### config.mk
export PLATFORM = sky130hd
export DESIGN_NAME = bcd_decoder
export DESIGN_NICKNAME = d
export VERILOG_FILES = /design/src/inc/bcd_pkg.sv /design/src/rtl/bcd_decoder.sv
export SDC_FILE = /design/constraint.sdc
export NUM_CORES = 1
export LEC_CHECK = 0
export BUFFER_PORTS_ARGS = -buffer_cell sky130_fd_sc_hd__buf_2
export CAP_MARGIN = 15
export CORE_ASPECT_RATIO = 1.2
export CORE_MARGIN = 2
export CORE_UTILIZATION = 40
export DETAILED_ROUTE_END_ITERATION = 7
export GPL_TIMING_DRIVEN = 0
export PLACE_DENSITY = 0.73
export SETUP_SLACK_MARGIN = 0.4
export SYNTH_ARGS = -nofsm -noshare
export SYNTH_HDL_FRONTEND = slang
export SYNTH_SLANG_ARGS = --single-unit
### constraint.sdc
create_clock -name sys_clk -period 2.4 [get_ports sys_clk]
set_input_delay 0.12 -clock sys_clk [delete_from_list [all_inputs] [get_ports sys_clk]]
set_output_delay 0.12 -clock sys_clk [all_outputs]
set_load 0.005 [all_outputs]
### src/inc/bcd_pkg.sv
// Package of constants and types for the bus cycle status decoder
`default_nettype none
package bcd_pkg;
   // Status vector bit positions
   localparam int BCD_BIT_GRANT = 0;
   localparam int BCD_BIT_DIR = 1;
   localparam int BCD_BIT_SIZE_LO = 2;
   localparam int BCD_BIT_FC_LO = 4;
   localparam int BCD_BIT_SIZE_ACK_LO = 7;
   localparam int BCD_BIT_SYNC_TERM = 9;
   localparam int BCD_BIT_BUS_ERR = 10;
   localparam int BCD_BIT_HALT = 11;
   localparam int BCD_BIT_BURST_REQ = 12;
   localparam int BCD_BIT_BURST_ACK = 13;
   localparam int BCD_BIT_INHIBIT = 14;
   localparam int BCD_BIT_REFILL = 15;
   localparam int BCD_VEC_W = 16;

   // Register map, word index on the 3-bit address port
   localparam logic [2:0] BCD_ADDR_CTRL = 3'h0;
   localparam logic [2:0] BCD_ADDR_IRQ_STAT = 3'h1;
   localparam logic [2:0] BCD_ADDR_IRQ_MASK = 3'h2;
   localparam logic [2:0] BCD_ADDR_VECTOR = 3'h3;
   localparam logic [2:0] BCD_ADDR_CLASS = 3'h4;
   localparam logic [2:0] BCD_ADDR_COUNT = 3'h5;

   // Reset values
   localparam logic [31:0] BCD_RST_CTRL = 32'h0000_0001;
   localparam logic [4:0] BCD_RST_MASK = 5'h00;
   localparam int BCD_IRQ_W = 5;

   // Interrupt event bit positions
   localparam int BCD_EV_CAPTURE = 0;
   localparam int BCD_EV_BUS_ERR = 1;
   localparam int BCD_EV_HALT = 2;
   localparam int BCD_EV_RETRY = 3;
   localparam int BCD_EV_OVERRUN = 4;

   // Beats of a burst taken on the second strobe
   localparam int BCD_BURST_BEATS = 3;

   // Size codes
   localparam logic [1:0] BCD_SIZE_LONG = 2'b00;
   localparam logic [1:0] BCD_SIZE_BYTE = 2'b01;
   localparam logic [1:0] BCD_SIZE_WORD = 2'b10;
   localparam logic [1:0] BCD_SIZE_3BYTE = 2'b11;

   // Termination patterns: burst on bits 14..7, the others on bits 11..7 or 11..10
   localparam logic [7:0] BCD_PAT_BURST = 8'h9B;
   localparam logic [4:0] BCD_PAT_SYNC = 5'h1B;
   localparam logic [4:0] BCD_PAT_ASYNC32 = 5'h1C;
   localparam logic [4:0] BCD_PAT_ASYNC16 = 5'h1D;
   localparam logic [4:0] BCD_PAT_ASYNC8 = 5'h1E;
   localparam logic [1:0] BCD_PAT_BUS_ERR = 2'b10;
   localparam logic [1:0] BCD_PAT_HALT = 2'b01;
   localparam logic [1:0] BCD_PAT_RETRY = 2'b00;

   // Upper three bits of the requested-and-acknowledged code
   localparam logic [2:0] BCD_ACK_NONE = 3'b000;
   localparam logic [2:0] BCD_ACK_SYNC = 3'b011;
   localparam logic [2:0] BCD_ACK_DS32 = 3'b100;
   localparam logic [2:0] BCD_ACK_DS16 = 3'b101;
   localparam logic [2:0] BCD_ACK_DS8 = 3'b110;

   // Function codes
   localparam logic [2:0] BCD_FC_USER_DATA = 3'b001;
   localparam logic [2:0] BCD_FC_USER_PROG = 3'b010;
   localparam logic [2:0] BCD_FC_SUPR_DATA = 3'b101;
   localparam logic [2:0] BCD_FC_SUPR_PROG = 3'b110;
   localparam logic [2:0] BCD_FC_CPU_SPACE = 3'b111;

   typedef enum logic [3:0] {
      BCD_CYC_UNKNOWN = 4'b0000,
      BCD_CYC_GRANT = 4'b0001,
      BCD_CYC_USER_DATA_WR = 4'b0010,
      BCD_CYC_USER_DATA_RD = 4'b0011,
      BCD_CYC_USER_PROG_RD = 4'b0100,
      BCD_CYC_SUPR_DATA_WR = 4'b0101,
      BCD_CYC_SUPR_DATA_RD = 4'b0110,
      BCD_CYC_SUPR_PROG_RD = 4'b0111,
      BCD_CYC_CPU_SPACE = 4'b1000
   } bcd_cycle_e;

   typedef enum logic [3:0] {
      BCD_TERM_NONE = 4'b0000,
      BCD_TERM_BURST = 4'b0001,
      BCD_TERM_SYNC = 4'b0010,
      BCD_TERM_ASYNC32 = 4'b0011,
      BCD_TERM_ASYNC16 = 4'b0100,
      BCD_TERM_ASYNC8 = 4'b0101,
      BCD_TERM_BUS_ERR = 4'b0110,
      BCD_TERM_HALT = 4'b0111,
      BCD_TERM_RETRY = 4'b1000
   } bcd_term_e;

   // Sampled bus status, bit 15 first
   typedef struct packed {
      logic refill_line;
      logic cache_inhibit_line;
      logic cache_burst_acknowledge_line;
      logic cache_burst_request_line;
      logic halt_line;
      logic bus_error_line;
      logic synchronous_termination_line;
      logic [1:0] size_acknowledge_field;
      logic [2:0] function_code_field;
      logic [1:0] requested_size_field;
      logic direction_line;
      logic grant_acknowledge_line;
   } bcd_status_s;

   // Decoded result of one captured state
   typedef struct packed {
      logic from_burst_strobe;
      bcd_cycle_e cycle;
      bcd_term_e term;
      logic is_read;
      logic is_write;
      logic [1:0] requested_size;
      logic [4:0] requested_acknowledged_code;
   } bcd_class_s;
endpackage
`default_nettype wire

### src/rtl/bcd_decoder.sv
// Bus cycle status decoder: capture, classification, registers and interrupt
// Behaviour
// Bit 0 grant line; low means grant cycle
// Bit 1 direction; high read, low write
// Bits 3:2 requested size code
// Bits 6:4 function code decoding cycle space
// Low bits 11 read, 01 write
// Bits 8:7 size acknowledge lines
// Bit 9 synchronous termination line
// Bit 10 bus error line
// Bit 11 halt line
// Bit 12 cache burst request line
// Bit 13 cache burst acknowledge line
// Bit 14 cache inhibit line
// Bit 15 pipeline refill indication
// Classify termination from bits 14..7
// Five-bit requested and acknowledged code
// Capture on address strobe rising edge
// First three burst beats on second strobe
// Classes registered with the captured state
`default_nettype none
module bcd_decoder #(
   parameter int BURST_BEATS = bcd_pkg::BCD_BURST_BEATS
) (
   // Clock and reset
   input wire logic sys_clk,
   input wire logic srst,
   // Observed bus lines, synchronous to sys_clk
   input wire logic grant_acknowledge_line,
   input wire logic direction_line,
   input wire logic [1:0] requested_size_field,
   input wire logic [2:0] function_code_field,
   input wire logic [1:0] size_acknowledge_field,
   input wire logic synchronous_termination_line,
   input wire logic bus_error_line,
   input wire logic halt_line,
   input wire logic cache_burst_request_line,
   input wire logic cache_burst_acknowledge_line,
   input wire logic cache_inhibit_line,
   input wire logic refill_line,
   input wire logic address_strobe_line,
   input wire logic burst_strobe_line,
   // Register port
   input wire logic [2:0] reg_addr,
   input wire logic [31:0] reg_wdata,
   input wire logic reg_wr,
   input wire logic reg_rd,
   output logic [31:0] reg_rdata,
   // Capture results
   output logic capture_valid,
   output bcd_pkg::bcd_status_s capture_vector,
   output bcd_pkg::bcd_class_s capture_class,
   output logic irq
);
   import bcd_pkg::*;

   // Refused at elaboration: the beat counter is only two bits wide
   if (BURST_BEATS < 1 || BURST_BEATS > BCD_BURST_BEATS) begin : g_bad_beats
      $error("BURST_BEATS must be 1 to 3");
   end

   bcd_status_s live_vec;
   bcd_class_s live_class;
   logic as_rise;
   logic bs_rise;
   logic take_as;
   logic take_bs;

   logic as_prev_reg, as_prev_next;
   logic bs_prev_reg, bs_prev_next;
   logic [1:0] beat_reg, beat_next;
   logic valid_reg, valid_next;
   bcd_status_s vec_reg, vec_next;
   bcd_class_s class_reg, class_next;
   logic enable_reg, enable_next;
   logic [BCD_IRQ_W-1:0] stat_reg, stat_next;
   logic [BCD_IRQ_W-1:0] mask_reg, mask_next;
   logic [15:0] count_reg, count_next;
   logic [31:0] rdata_reg, rdata_next;
   logic irq_reg, irq_next;
   logic [BCD_IRQ_W-1:0] events;
   logic [BCD_IRQ_W-1:0] clear_bits;

   // Pack the bus lines into the status vector
   always_comb begin
      live_vec.grant_acknowledge_line = grant_acknowledge_line;
      live_vec.direction_line = direction_line;
      live_vec.requested_size_field = requested_size_field;
      live_vec.function_code_field = function_code_field;
      live_vec.size_acknowledge_field = size_acknowledge_field;
      live_vec.synchronous_termination_line = synchronous_termination_line;
      live_vec.bus_error_line = bus_error_line;
      live_vec.halt_line = halt_line;
      live_vec.cache_burst_request_line = cache_burst_request_line;
      live_vec.cache_burst_acknowledge_line = cache_burst_acknowledge_line;
      live_vec.cache_inhibit_line = cache_inhibit_line;
      live_vec.refill_line = refill_line;
   end

   // Classification of the live vector
   always_comb begin
      logic [15:0] raw;
      logic [7:0] term_bits;
      logic [1:0] low_bits;
      raw = live_vec;
      term_bits = raw[BCD_BIT_INHIBIT:BCD_BIT_SIZE_ACK_LO];
      low_bits = raw[BCD_BIT_DIR:BCD_BIT_GRANT];
      live_class.from_burst_strobe = 1'b0;
      live_class.requested_size = raw[BCD_BIT_SIZE_LO+1:BCD_BIT_SIZE_LO];
      live_class.is_read = (low_bits == 2'b11);
      live_class.is_write = (low_bits == 2'b01);
      live_class.cycle = BCD_CYC_UNKNOWN;
      if (!raw[BCD_BIT_GRANT]) begin
         live_class.cycle = BCD_CYC_GRANT;
      end else begin
         case (raw[BCD_BIT_FC_LO+2:BCD_BIT_FC_LO])
            BCD_FC_USER_DATA: begin
               live_class.cycle = raw[BCD_BIT_DIR] ? BCD_CYC_USER_DATA_RD
                                                   : BCD_CYC_USER_DATA_WR;
            end
            BCD_FC_USER_PROG: begin
               if (raw[BCD_BIT_DIR]) begin
                  live_class.cycle = BCD_CYC_USER_PROG_RD;
               end
            end
            BCD_FC_SUPR_DATA: begin
               live_class.cycle = raw[BCD_BIT_DIR] ? BCD_CYC_SUPR_DATA_RD
                                                   : BCD_CYC_SUPR_DATA_WR;
            end
            BCD_FC_SUPR_PROG: begin
               if (raw[BCD_BIT_DIR]) begin
                  live_class.cycle = BCD_CYC_SUPR_PROG_RD;
               end
            end
            BCD_FC_CPU_SPACE: begin
               live_class.cycle = BCD_CYC_CPU_SPACE;
            end
            default: begin
               live_class.cycle = BCD_CYC_UNKNOWN;
            end
         endcase
      end
      // Burst is tested first since its pattern is a case of the sync one
      live_class.term = BCD_TERM_NONE;
      if (term_bits == BCD_PAT_BURST) begin
         live_class.term = BCD_TERM_BURST;
      end else if (term_bits[4:0] == BCD_PAT_SYNC) begin
         live_class.term = BCD_TERM_SYNC;
      end else if (term_bits[4:0] == BCD_PAT_ASYNC32) begin
         live_class.term = BCD_TERM_ASYNC32;
      end else if (term_bits[4:0] == BCD_PAT_ASYNC16) begin
         live_class.term = BCD_TERM_ASYNC16;
      end else if (term_bits[4:0] == BCD_PAT_ASYNC8) begin
         live_class.term = BCD_TERM_ASYNC8;
      end else if (term_bits[4:3] == BCD_PAT_BUS_ERR) begin
         live_class.term = BCD_TERM_BUS_ERR;
      end else if (term_bits[4:3] == BCD_PAT_HALT) begin
         live_class.term = BCD_TERM_HALT;
      end else if (term_bits[4:3] == BCD_PAT_RETRY) begin
         live_class.term = BCD_TERM_RETRY;
      end
      case (live_class.term)
         BCD_TERM_BURST, BCD_TERM_SYNC: begin
            live_class.requested_acknowledged_code = {BCD_ACK_SYNC,
                                                      live_class.requested_size};
         end
         BCD_TERM_ASYNC32: begin
            live_class.requested_acknowledged_code = {BCD_ACK_DS32,
                                                      live_class.requested_size};
         end
         BCD_TERM_ASYNC16: begin
            live_class.requested_acknowledged_code = {BCD_ACK_DS16,
                                                      live_class.requested_size};
         end
         BCD_TERM_ASYNC8: begin
            live_class.requested_acknowledged_code = {BCD_ACK_DS8,
                                                      live_class.requested_size};
         end
         default: begin
            live_class.requested_acknowledged_code = {BCD_ACK_NONE,
                                                      live_class.requested_size};
         end
      endcase
   end

   // Strobe edges; inputs are already synchronous so one stage suffices
   assign as_rise = address_strobe_line && !as_prev_reg;
   assign bs_rise = burst_strobe_line && !bs_prev_reg;
   assign take_as = enable_reg && as_rise;
   // A burst edge with an address edge belongs to the address capture and is not taken twice
   assign take_bs = enable_reg && bs_rise && !as_rise
                    && (beat_reg < 2'(BURST_BEATS));

   // Capture path
   always_comb begin
      as_prev_next = address_strobe_line;
      bs_prev_next = burst_strobe_line;
      valid_next = 1'b0;
      vec_next = vec_reg;
      class_next = class_reg;
      beat_next = beat_reg;
      if (take_as) begin
         valid_next = 1'b1;
         vec_next = live_vec;
         class_next = live_class;
         beat_next = 2'd0;
      end else if (take_bs) begin
         valid_next = 1'b1;
         vec_next = live_vec;
         class_next = live_class;
         class_next.from_burst_strobe = 1'b1;
         beat_next = beat_reg + 2'd1;
      end
   end

   // Interrupt events and register port
   always_comb begin
      events = '0;
      events[BCD_EV_CAPTURE] = valid_next;
      events[BCD_EV_BUS_ERR] = valid_next && (class_next.term == BCD_TERM_BUS_ERR);
      events[BCD_EV_HALT] = valid_next && (class_next.term == BCD_TERM_HALT);
      events[BCD_EV_RETRY] = valid_next && (class_next.term == BCD_TERM_RETRY);
      events[BCD_EV_OVERRUN] = enable_reg && bs_rise && !as_rise && !take_bs;
      clear_bits = '0;
      enable_next = enable_reg;
      mask_next = mask_reg;
      count_next = count_reg;
      if (valid_next) begin
         count_next = count_reg + 16'd1;
      end
      if (reg_wr) begin
         if (reg_addr == BCD_ADDR_CTRL) begin
            enable_next = reg_wdata[0];
         end else if (reg_addr == BCD_ADDR_IRQ_STAT) begin
            clear_bits = reg_wdata[BCD_IRQ_W-1:0];
         end else if (reg_addr == BCD_ADDR_IRQ_MASK) begin
            mask_next = reg_wdata[BCD_IRQ_W-1:0];
         end else if (reg_addr == BCD_ADDR_COUNT) begin
            count_next = 16'd0;
         end
      end
      // A new event wins over a clear in the same cycle
      stat_next = (stat_reg & ~clear_bits) | events;
      irq_next = |(stat_next & mask_next);
      rdata_next = 32'h0000_0000;
      if (reg_rd) begin
         if (reg_addr == BCD_ADDR_CTRL) begin
            rdata_next = {31'd0, enable_reg};
         end else if (reg_addr == BCD_ADDR_IRQ_STAT) begin
            rdata_next = {{(32-BCD_IRQ_W){1'b0}}, stat_reg};
         end else if (reg_addr == BCD_ADDR_IRQ_MASK) begin
            rdata_next = {{(32-BCD_IRQ_W){1'b0}}, mask_reg};
         end else if (reg_addr == BCD_ADDR_VECTOR) begin
            rdata_next = {16'd0, vec_reg};
         end else if (reg_addr == BCD_ADDR_CLASS) begin
            rdata_next = {14'd0, class_reg};
         end else if (reg_addr == BCD_ADDR_COUNT) begin
            rdata_next = {16'd0, count_reg};
         end
      end
   end

   always_ff @(posedge sys_clk) begin
      if (srst) begin
         as_prev_reg <= 1'b0;
         bs_prev_reg <= 1'b0;
         beat_reg <= 2'd0;
         valid_reg <= 1'b0;
         vec_reg <= '0;
         class_reg <= '0;
         enable_reg <= BCD_RST_CTRL[0];
         stat_reg <= '0;
         mask_reg <= BCD_RST_MASK;
         count_reg <= 16'd0;
         rdata_reg <= 32'h0000_0000;
         irq_reg <= 1'b0;
      end else begin
         as_prev_reg <= as_prev_next;
         bs_prev_reg <= bs_prev_next;
         beat_reg <= beat_next;
         valid_reg <= valid_next;
         vec_reg <= vec_next;
         class_reg <= class_next;
         enable_reg <= enable_next;
         stat_reg <= stat_next;
         mask_reg <= mask_next;
         count_reg <= count_next;
         rdata_reg <= rdata_next;
         irq_reg <= irq_next;
      end
   end

   assign capture_valid = valid_reg;
   assign capture_vector = vec_reg;
   assign capture_class = class_reg;
   assign reg_rdata = rdata_reg;
   assign irq = irq_reg;
endmodule // bcd_decoder
`default_nettype wire

## After elaboration in Yosys (flattened, before gate mapping)

Index checks and enable logic that the tools add are counted.

- Add/sub/neg operators: 2
- $lt $le $gt $ge: 1
- Equal/unequal tests: 27
- Multiplexer cells: 40
- Bitwise operators: 5
- Reductions and logical operators: 26

Operators by type and width:

| cell | count |
|---|---|
| $mux W16 | 10 |
| $mux W5 | 9 |
| $mux W4 | 9 |
| $mux W17 | 2 |
| $eq A5 B5 Y1 const B | 4 |
| $pmux W4 S5 | 1 |
| $pmux W5 S4 | 1 |
| $mux W18 | 1 |
| $add A16 B1 Y16 const B | 1 |
| $eq A4 B3 Y1 const B | 4 |
| $eq A3 B3 Y1 const B | 5 |
| $and A5 B5 Y5 | 2 |
| $logic_and A1 B1 Y1 | 10 |
| $reduce_or A5 Y1 | 2 |
| $eq A3 B2 Y1 const B | 3 |
| $eq A4 B2 Y1 const B | 2 |
| $eq A8 B8 Y1 const B | 1 |
| $reduce_or A7 Y1 | 1 |
| $eq A3 B1 Y1 const B | 2 |
| $mux W3 | 2 |
| $reduce_or A2 Y1 | 3 |
| $reduce_or A6 Y1 | 1 |
| $not A5 Y5 | 1 |
| $or A5 B5 Y5 | 1 |
| 15 further kinds | 23 |

- Register bits: 99

## Longest topological paths before layout

- Depth after elaboration: 19
- Depth in mapped cells: 9
- Mapped depth without buffers: 7

## Worst setup path after synthesis

OpenSTA, ideal clock, no wires.

- Kind: input port to flip-flop
- Start point: input bus_error_line
- End point: register class_reg, in the netlist capture_class[4]
- Setup time: 0.103 ns
- Arrival: 1.667 ns
- Slack: 0.630 ns
- Stages: 8
- Buffers on the path: 2
- Cell sequence: buf_2 -> inv_1 -> ha_1 -> clkbuf_1 -> nand2_1 -> a32oi_1 -> a32oi_1 -> a2111oi_2

- Longest elaborated chain between the ends: 14

Ends and longest elaborated chain:

| element | RTL line | source |
|---|---|---|
| from (decl) | bcd_decoder.sv:35 | `input wire logic bus_error_line,` |
| $logic_not A2 Y1 | bcd_decoder.sv:159 | `end else if (term_bits[4:3] == BCD_PAT_RETRY) begin` |
| $mux W4 | bcd_decoder.sv:159 |  |
| $mux W4 | bcd_decoder.sv:157 | `end else if (term_bits[4:3] == BCD_PAT_HALT) begin` |
| $mux W4 | bcd_decoder.sv:155 | `end else if (term_bits[4:3] == BCD_PAT_BUS_ERR) begin` |
| $mux W4 | bcd_decoder.sv:153 | `end else if (term_bits[4:0] == BCD_PAT_ASYNC8) begin` |
| $mux W4 | bcd_decoder.sv:151 | `end else if (term_bits[4:0] == BCD_PAT_ASYNC16) begin` |
| $mux W4 | bcd_decoder.sv:149 | `end else if (term_bits[4:0] == BCD_PAT_ASYNC32) begin` |
| $mux W4 | bcd_decoder.sv:147 | `end else if (term_bits[4:0] == BCD_PAT_SYNC) begin` |
| $mux W4 (*) | bcd_decoder.sv:145 | `if (term_bits == BCD_PAT_BURST) begin` |
| $eq A4 B1 Y1 or $eq A4 B2 Y1 (tied branches) | bcd_decoder.sv:162 | `case (live_class.term)` |
| $reduce_or A2 Y1 | bcd_decoder.sv:162 |  |
| $pmux W5 S4 (*) | bcd_decoder.sv:162 |  |
| $mux W17 | bcd_decoder.sv:207 | `end else if (take_bs) begin` |
| $mux W17 (*) | bcd_decoder.sv:202 | `if (take_as) begin` |
| to (signal assigned) | bcd_decoder.sv:283 | `class_reg <= class_next;` |
| to (decl) | bcd_decoder.sv:74 | `bcd_class_s class_reg, class_next;` |

Every way passes the cells marked *; elsewhere a longest branch is shown, timed or not. The select of a mux whose other input is x is not followed.
A chain may end at the register's enable or synchronous reset.

## Final worst setup path

- Start point: register beat_reg[0]
- End point: register class_reg, in the netlist capture_class[14]

- Longest elaborated chain between the ends: 3

Ends and longest elaborated chain:

| element | RTL line | source |
|---|---|---|
| from (decl) | bcd_decoder.sv:71 | `logic [1:0] beat_reg, beat_next;` |
| from (signal assigned) | bcd_decoder.sv:280 | `beat_reg <= beat_next;` |
| $lt A2 B2 Y1 | bcd_decoder.sv:192 | `&& (beat_reg < 2'(BURST_BEATS));` |
| $logic_and A1 B1 Y1 | bcd_decoder.sv:192 |  |
| $reduce_bool A2 Y1 (no source line) | -- |  |

Every way passes these cells.

==> results.cfg <==
[outcome]
status = finished clean

[cells_and_area]
n_antenna_cell = 0
instances_no_fill = 707
n_fill_cell = 902
drive_above_1_share_pct = 24.5
syn_to_final_growth_pct = 23.7
final-seq-area_um2 = 1660
multi_input_area_um2 = 2030
utilization_pct = 51.0
fin_nets = 639
finalInstanceArea_um2 = 4860
largest_reg_flops = 18

[critical_path]
end_kind = flip-flop
start_kind = flip-flop
crit_required_ps = 2610
worst_ep_arrival_time_ps = 2100
worstPathMaxFanout = 10
crit_type = reg -> reg

[timing]
worstMarginPinSlew_ps = 675
worst_clock_skew_ps = 10.2
setup_viol = 0
whs_ps = 17.7
setup_tns_ps = 0
period_minus_slack_ps = 1890
drv_slew = 0
rsz0062_at_grt = yes
hold_viol = 0
max_freq_mhz = 530
fin_crit_sh_pct = 78.6
max-slew-margin-rel_pct = 55.0

[synthesis]
netlist_instances = 474
ys_top_cells_by_area = dfxtp_1 (42%), a21oi_1 (7.0%), nor2_1 (6.4%)
yosysSeqAreaShare_pct = 42.3
ys_seq_elements = 83
yosysTopAreaCell = dfxtp_1
synth_warnings = 0
netlist_area_um2 = 3930
synth_top_cell_area_share_pct = 42.3
synth_edf_count = 0
synth_ff_type = dfxtp_1
syn_area_per_cell_um2 = 8.28
synth_most_common_cell = dfxtp_1
synth_cell_type_count = 60
async_reset_ff_share_pct = 0
synth_commonest_cells = dfxtp_1 (83), nor2_1 (67), a21oi_1 (55), nand2_1 (55), mux2i_1 (19)

[clocking]
cts_max_path_buffers = 2
insertion_delay_ps = 350
clock-sinks = 83
ctsHtreeMaxLevel = 3
clk_pin_slew_ps = 70
cts_setup_buffers = 0
cts_root_buf = clkbuf_16
cts_tree = built
cts_buffers = 9

[grt]
gr-total-overflow = 0
grtUsageTotal_pct = 21.8
antenna_found_initial = 0
grt_pass1_wl_um = 17800
grt_max_degree = 17
grt_pass1_vias = 3616

[power_and_ir_drop]
p_per_area_nw_per_um2 = 693
leakage_nw = 2.14
peakVddDrop_mv = 0.397

[floorplanning]
die_h_um = 113
fp-row-count = 39
start_util_pct = 41.2
ios = 125
die_x_um = 94.4
dieArea_um2 = 10600
coreArea_um2 = 9520

[place]
dpl.cell_count = 691
place_hpwl_um = 8520
gp_congestion = 0.954
numPortBuffers = 81
placed_cell_area_um2 = 4530

[route]
dr.pass1.iters = 5
antenna_left = 0
finalWirelength_um = 11500
viasPerCell = 5.41
first_iter_violations = 297
wl_per_cell_um = 16.3
vias = 3827
route.detailed.drc = 0

[worst_hold_path]
hp-class = in -> reg

[run]
cap_violations = 0
-- per-layer routing --
| metal | routed length [um] | vias up | share of wire [%] | global-route usage, % |
|---|---|---|---|---|
| met5 | 0 | - | 0 | 0 |
| met4 | 358 | 0 | 3.1 | 10.8 |
| met3 | 686 | 27 | 6.0 | 4.70 |
| met2 | 5820 | 146 | 51 | 36.8 |
| met1 | 4660 | 1821 | 40 | 25.9 |
| li1 | - | 1833 | - | - |
-- layout by cell type, fill, tap and decap left out, types with 3 or more instances in the layout --
cell	n
a21oi_1	55
a31oi_1	3
a32oi_1	7
and2_1	3
buf_2	93
buf_4	17
clkbuf_1	10
clkbuf_16	9
clkbuf_2	4
conb_1	14
dfxtp_1	83
ha_1	3
inv_1	10
inv_6	4
mux2i_1	19
nand2_1	55
nand2b_1	7
nand3_1	10
nand3b_1	3
nand4_1	9
nor2_1	66
nor2b_1	8
nor3_1	3
nor3b_1	3
o21ai_0	12
or3_1	3
xnor2_1	3
xor2_1	13
-- logic make-up after synthesis --
group / share of synthesized area [%]
DFF: 42.3
muxes: 5.13
other: 0.0955
AOI/OAI and AO/OA: 17.0
adders and majority gates: 0.956
and+or+nand+nor: 23.6
buffers and inverters: 7.36
xor gates and xnor gates: 3.57
-- metrics by stage --
stage | total power [mW] | setup WS (ps)
final | 3.37 | 512
after detailed placement | 1.95 | 152
after global placement | 1.94 | 240
after floorplan | 1.78 | 630
after CTS | 3.36 | 374
after global routing | 3.48 | 388
-- what timing repair did --
action | 4_1_cts | 5_1_grt
hold buffers | 0 | 0
setup endpoints to repair | 28 | 33
resized for setup | 3 | 9
-- power by group --
part,switching [mW],internal [mW],total (mW)
clock,0.607,0.825,1.43
sequential,0.0510,1.43,1.49
combinational,0.265,0.183,0.448
-- worst paths after layout --
| check | startpoint | end | slack [ps] | cells past startpoint |
|---|---|---|---|---|
| setup / recovery | beat_reg[0] | capture_class[14] | 510 | 7 |
| hold / removal | refill_line | capture_vector[15] | 20 | 3 |
| setup reg to reg | beat_reg[0] | capture_class[14] | 510 | 7 |
| hold reg to reg | capture_vector[13] | capture_vector[13] | 470 | 2 |
-- cell type report --
| type | instances | share of cell area [%] |
|---|---|---|
| plain buffers | 46 | 5.44 |
| clock buffers | 9 | 4.64 |
| clock inverters | 7 | 1.70 |
| inverters | 10 | 0.773 |
| multi-input cells | 348 | 41.7 |
| flip-flops and latches | 83 | 34.2 |
| well taps | 123 | 3.17 |
| repair buffers | 81 | 8.35 |
-- worst max-delay path: stages, from the launching register on --
cell	delay, ps
dfxtp_1	350
ha_1	220
and4bb_4	270
nor2_2	320
buf_2	330
a21oi_1	70
a22oi_1	160
nor2_1	50
Power figures use the tool's default switching activity.
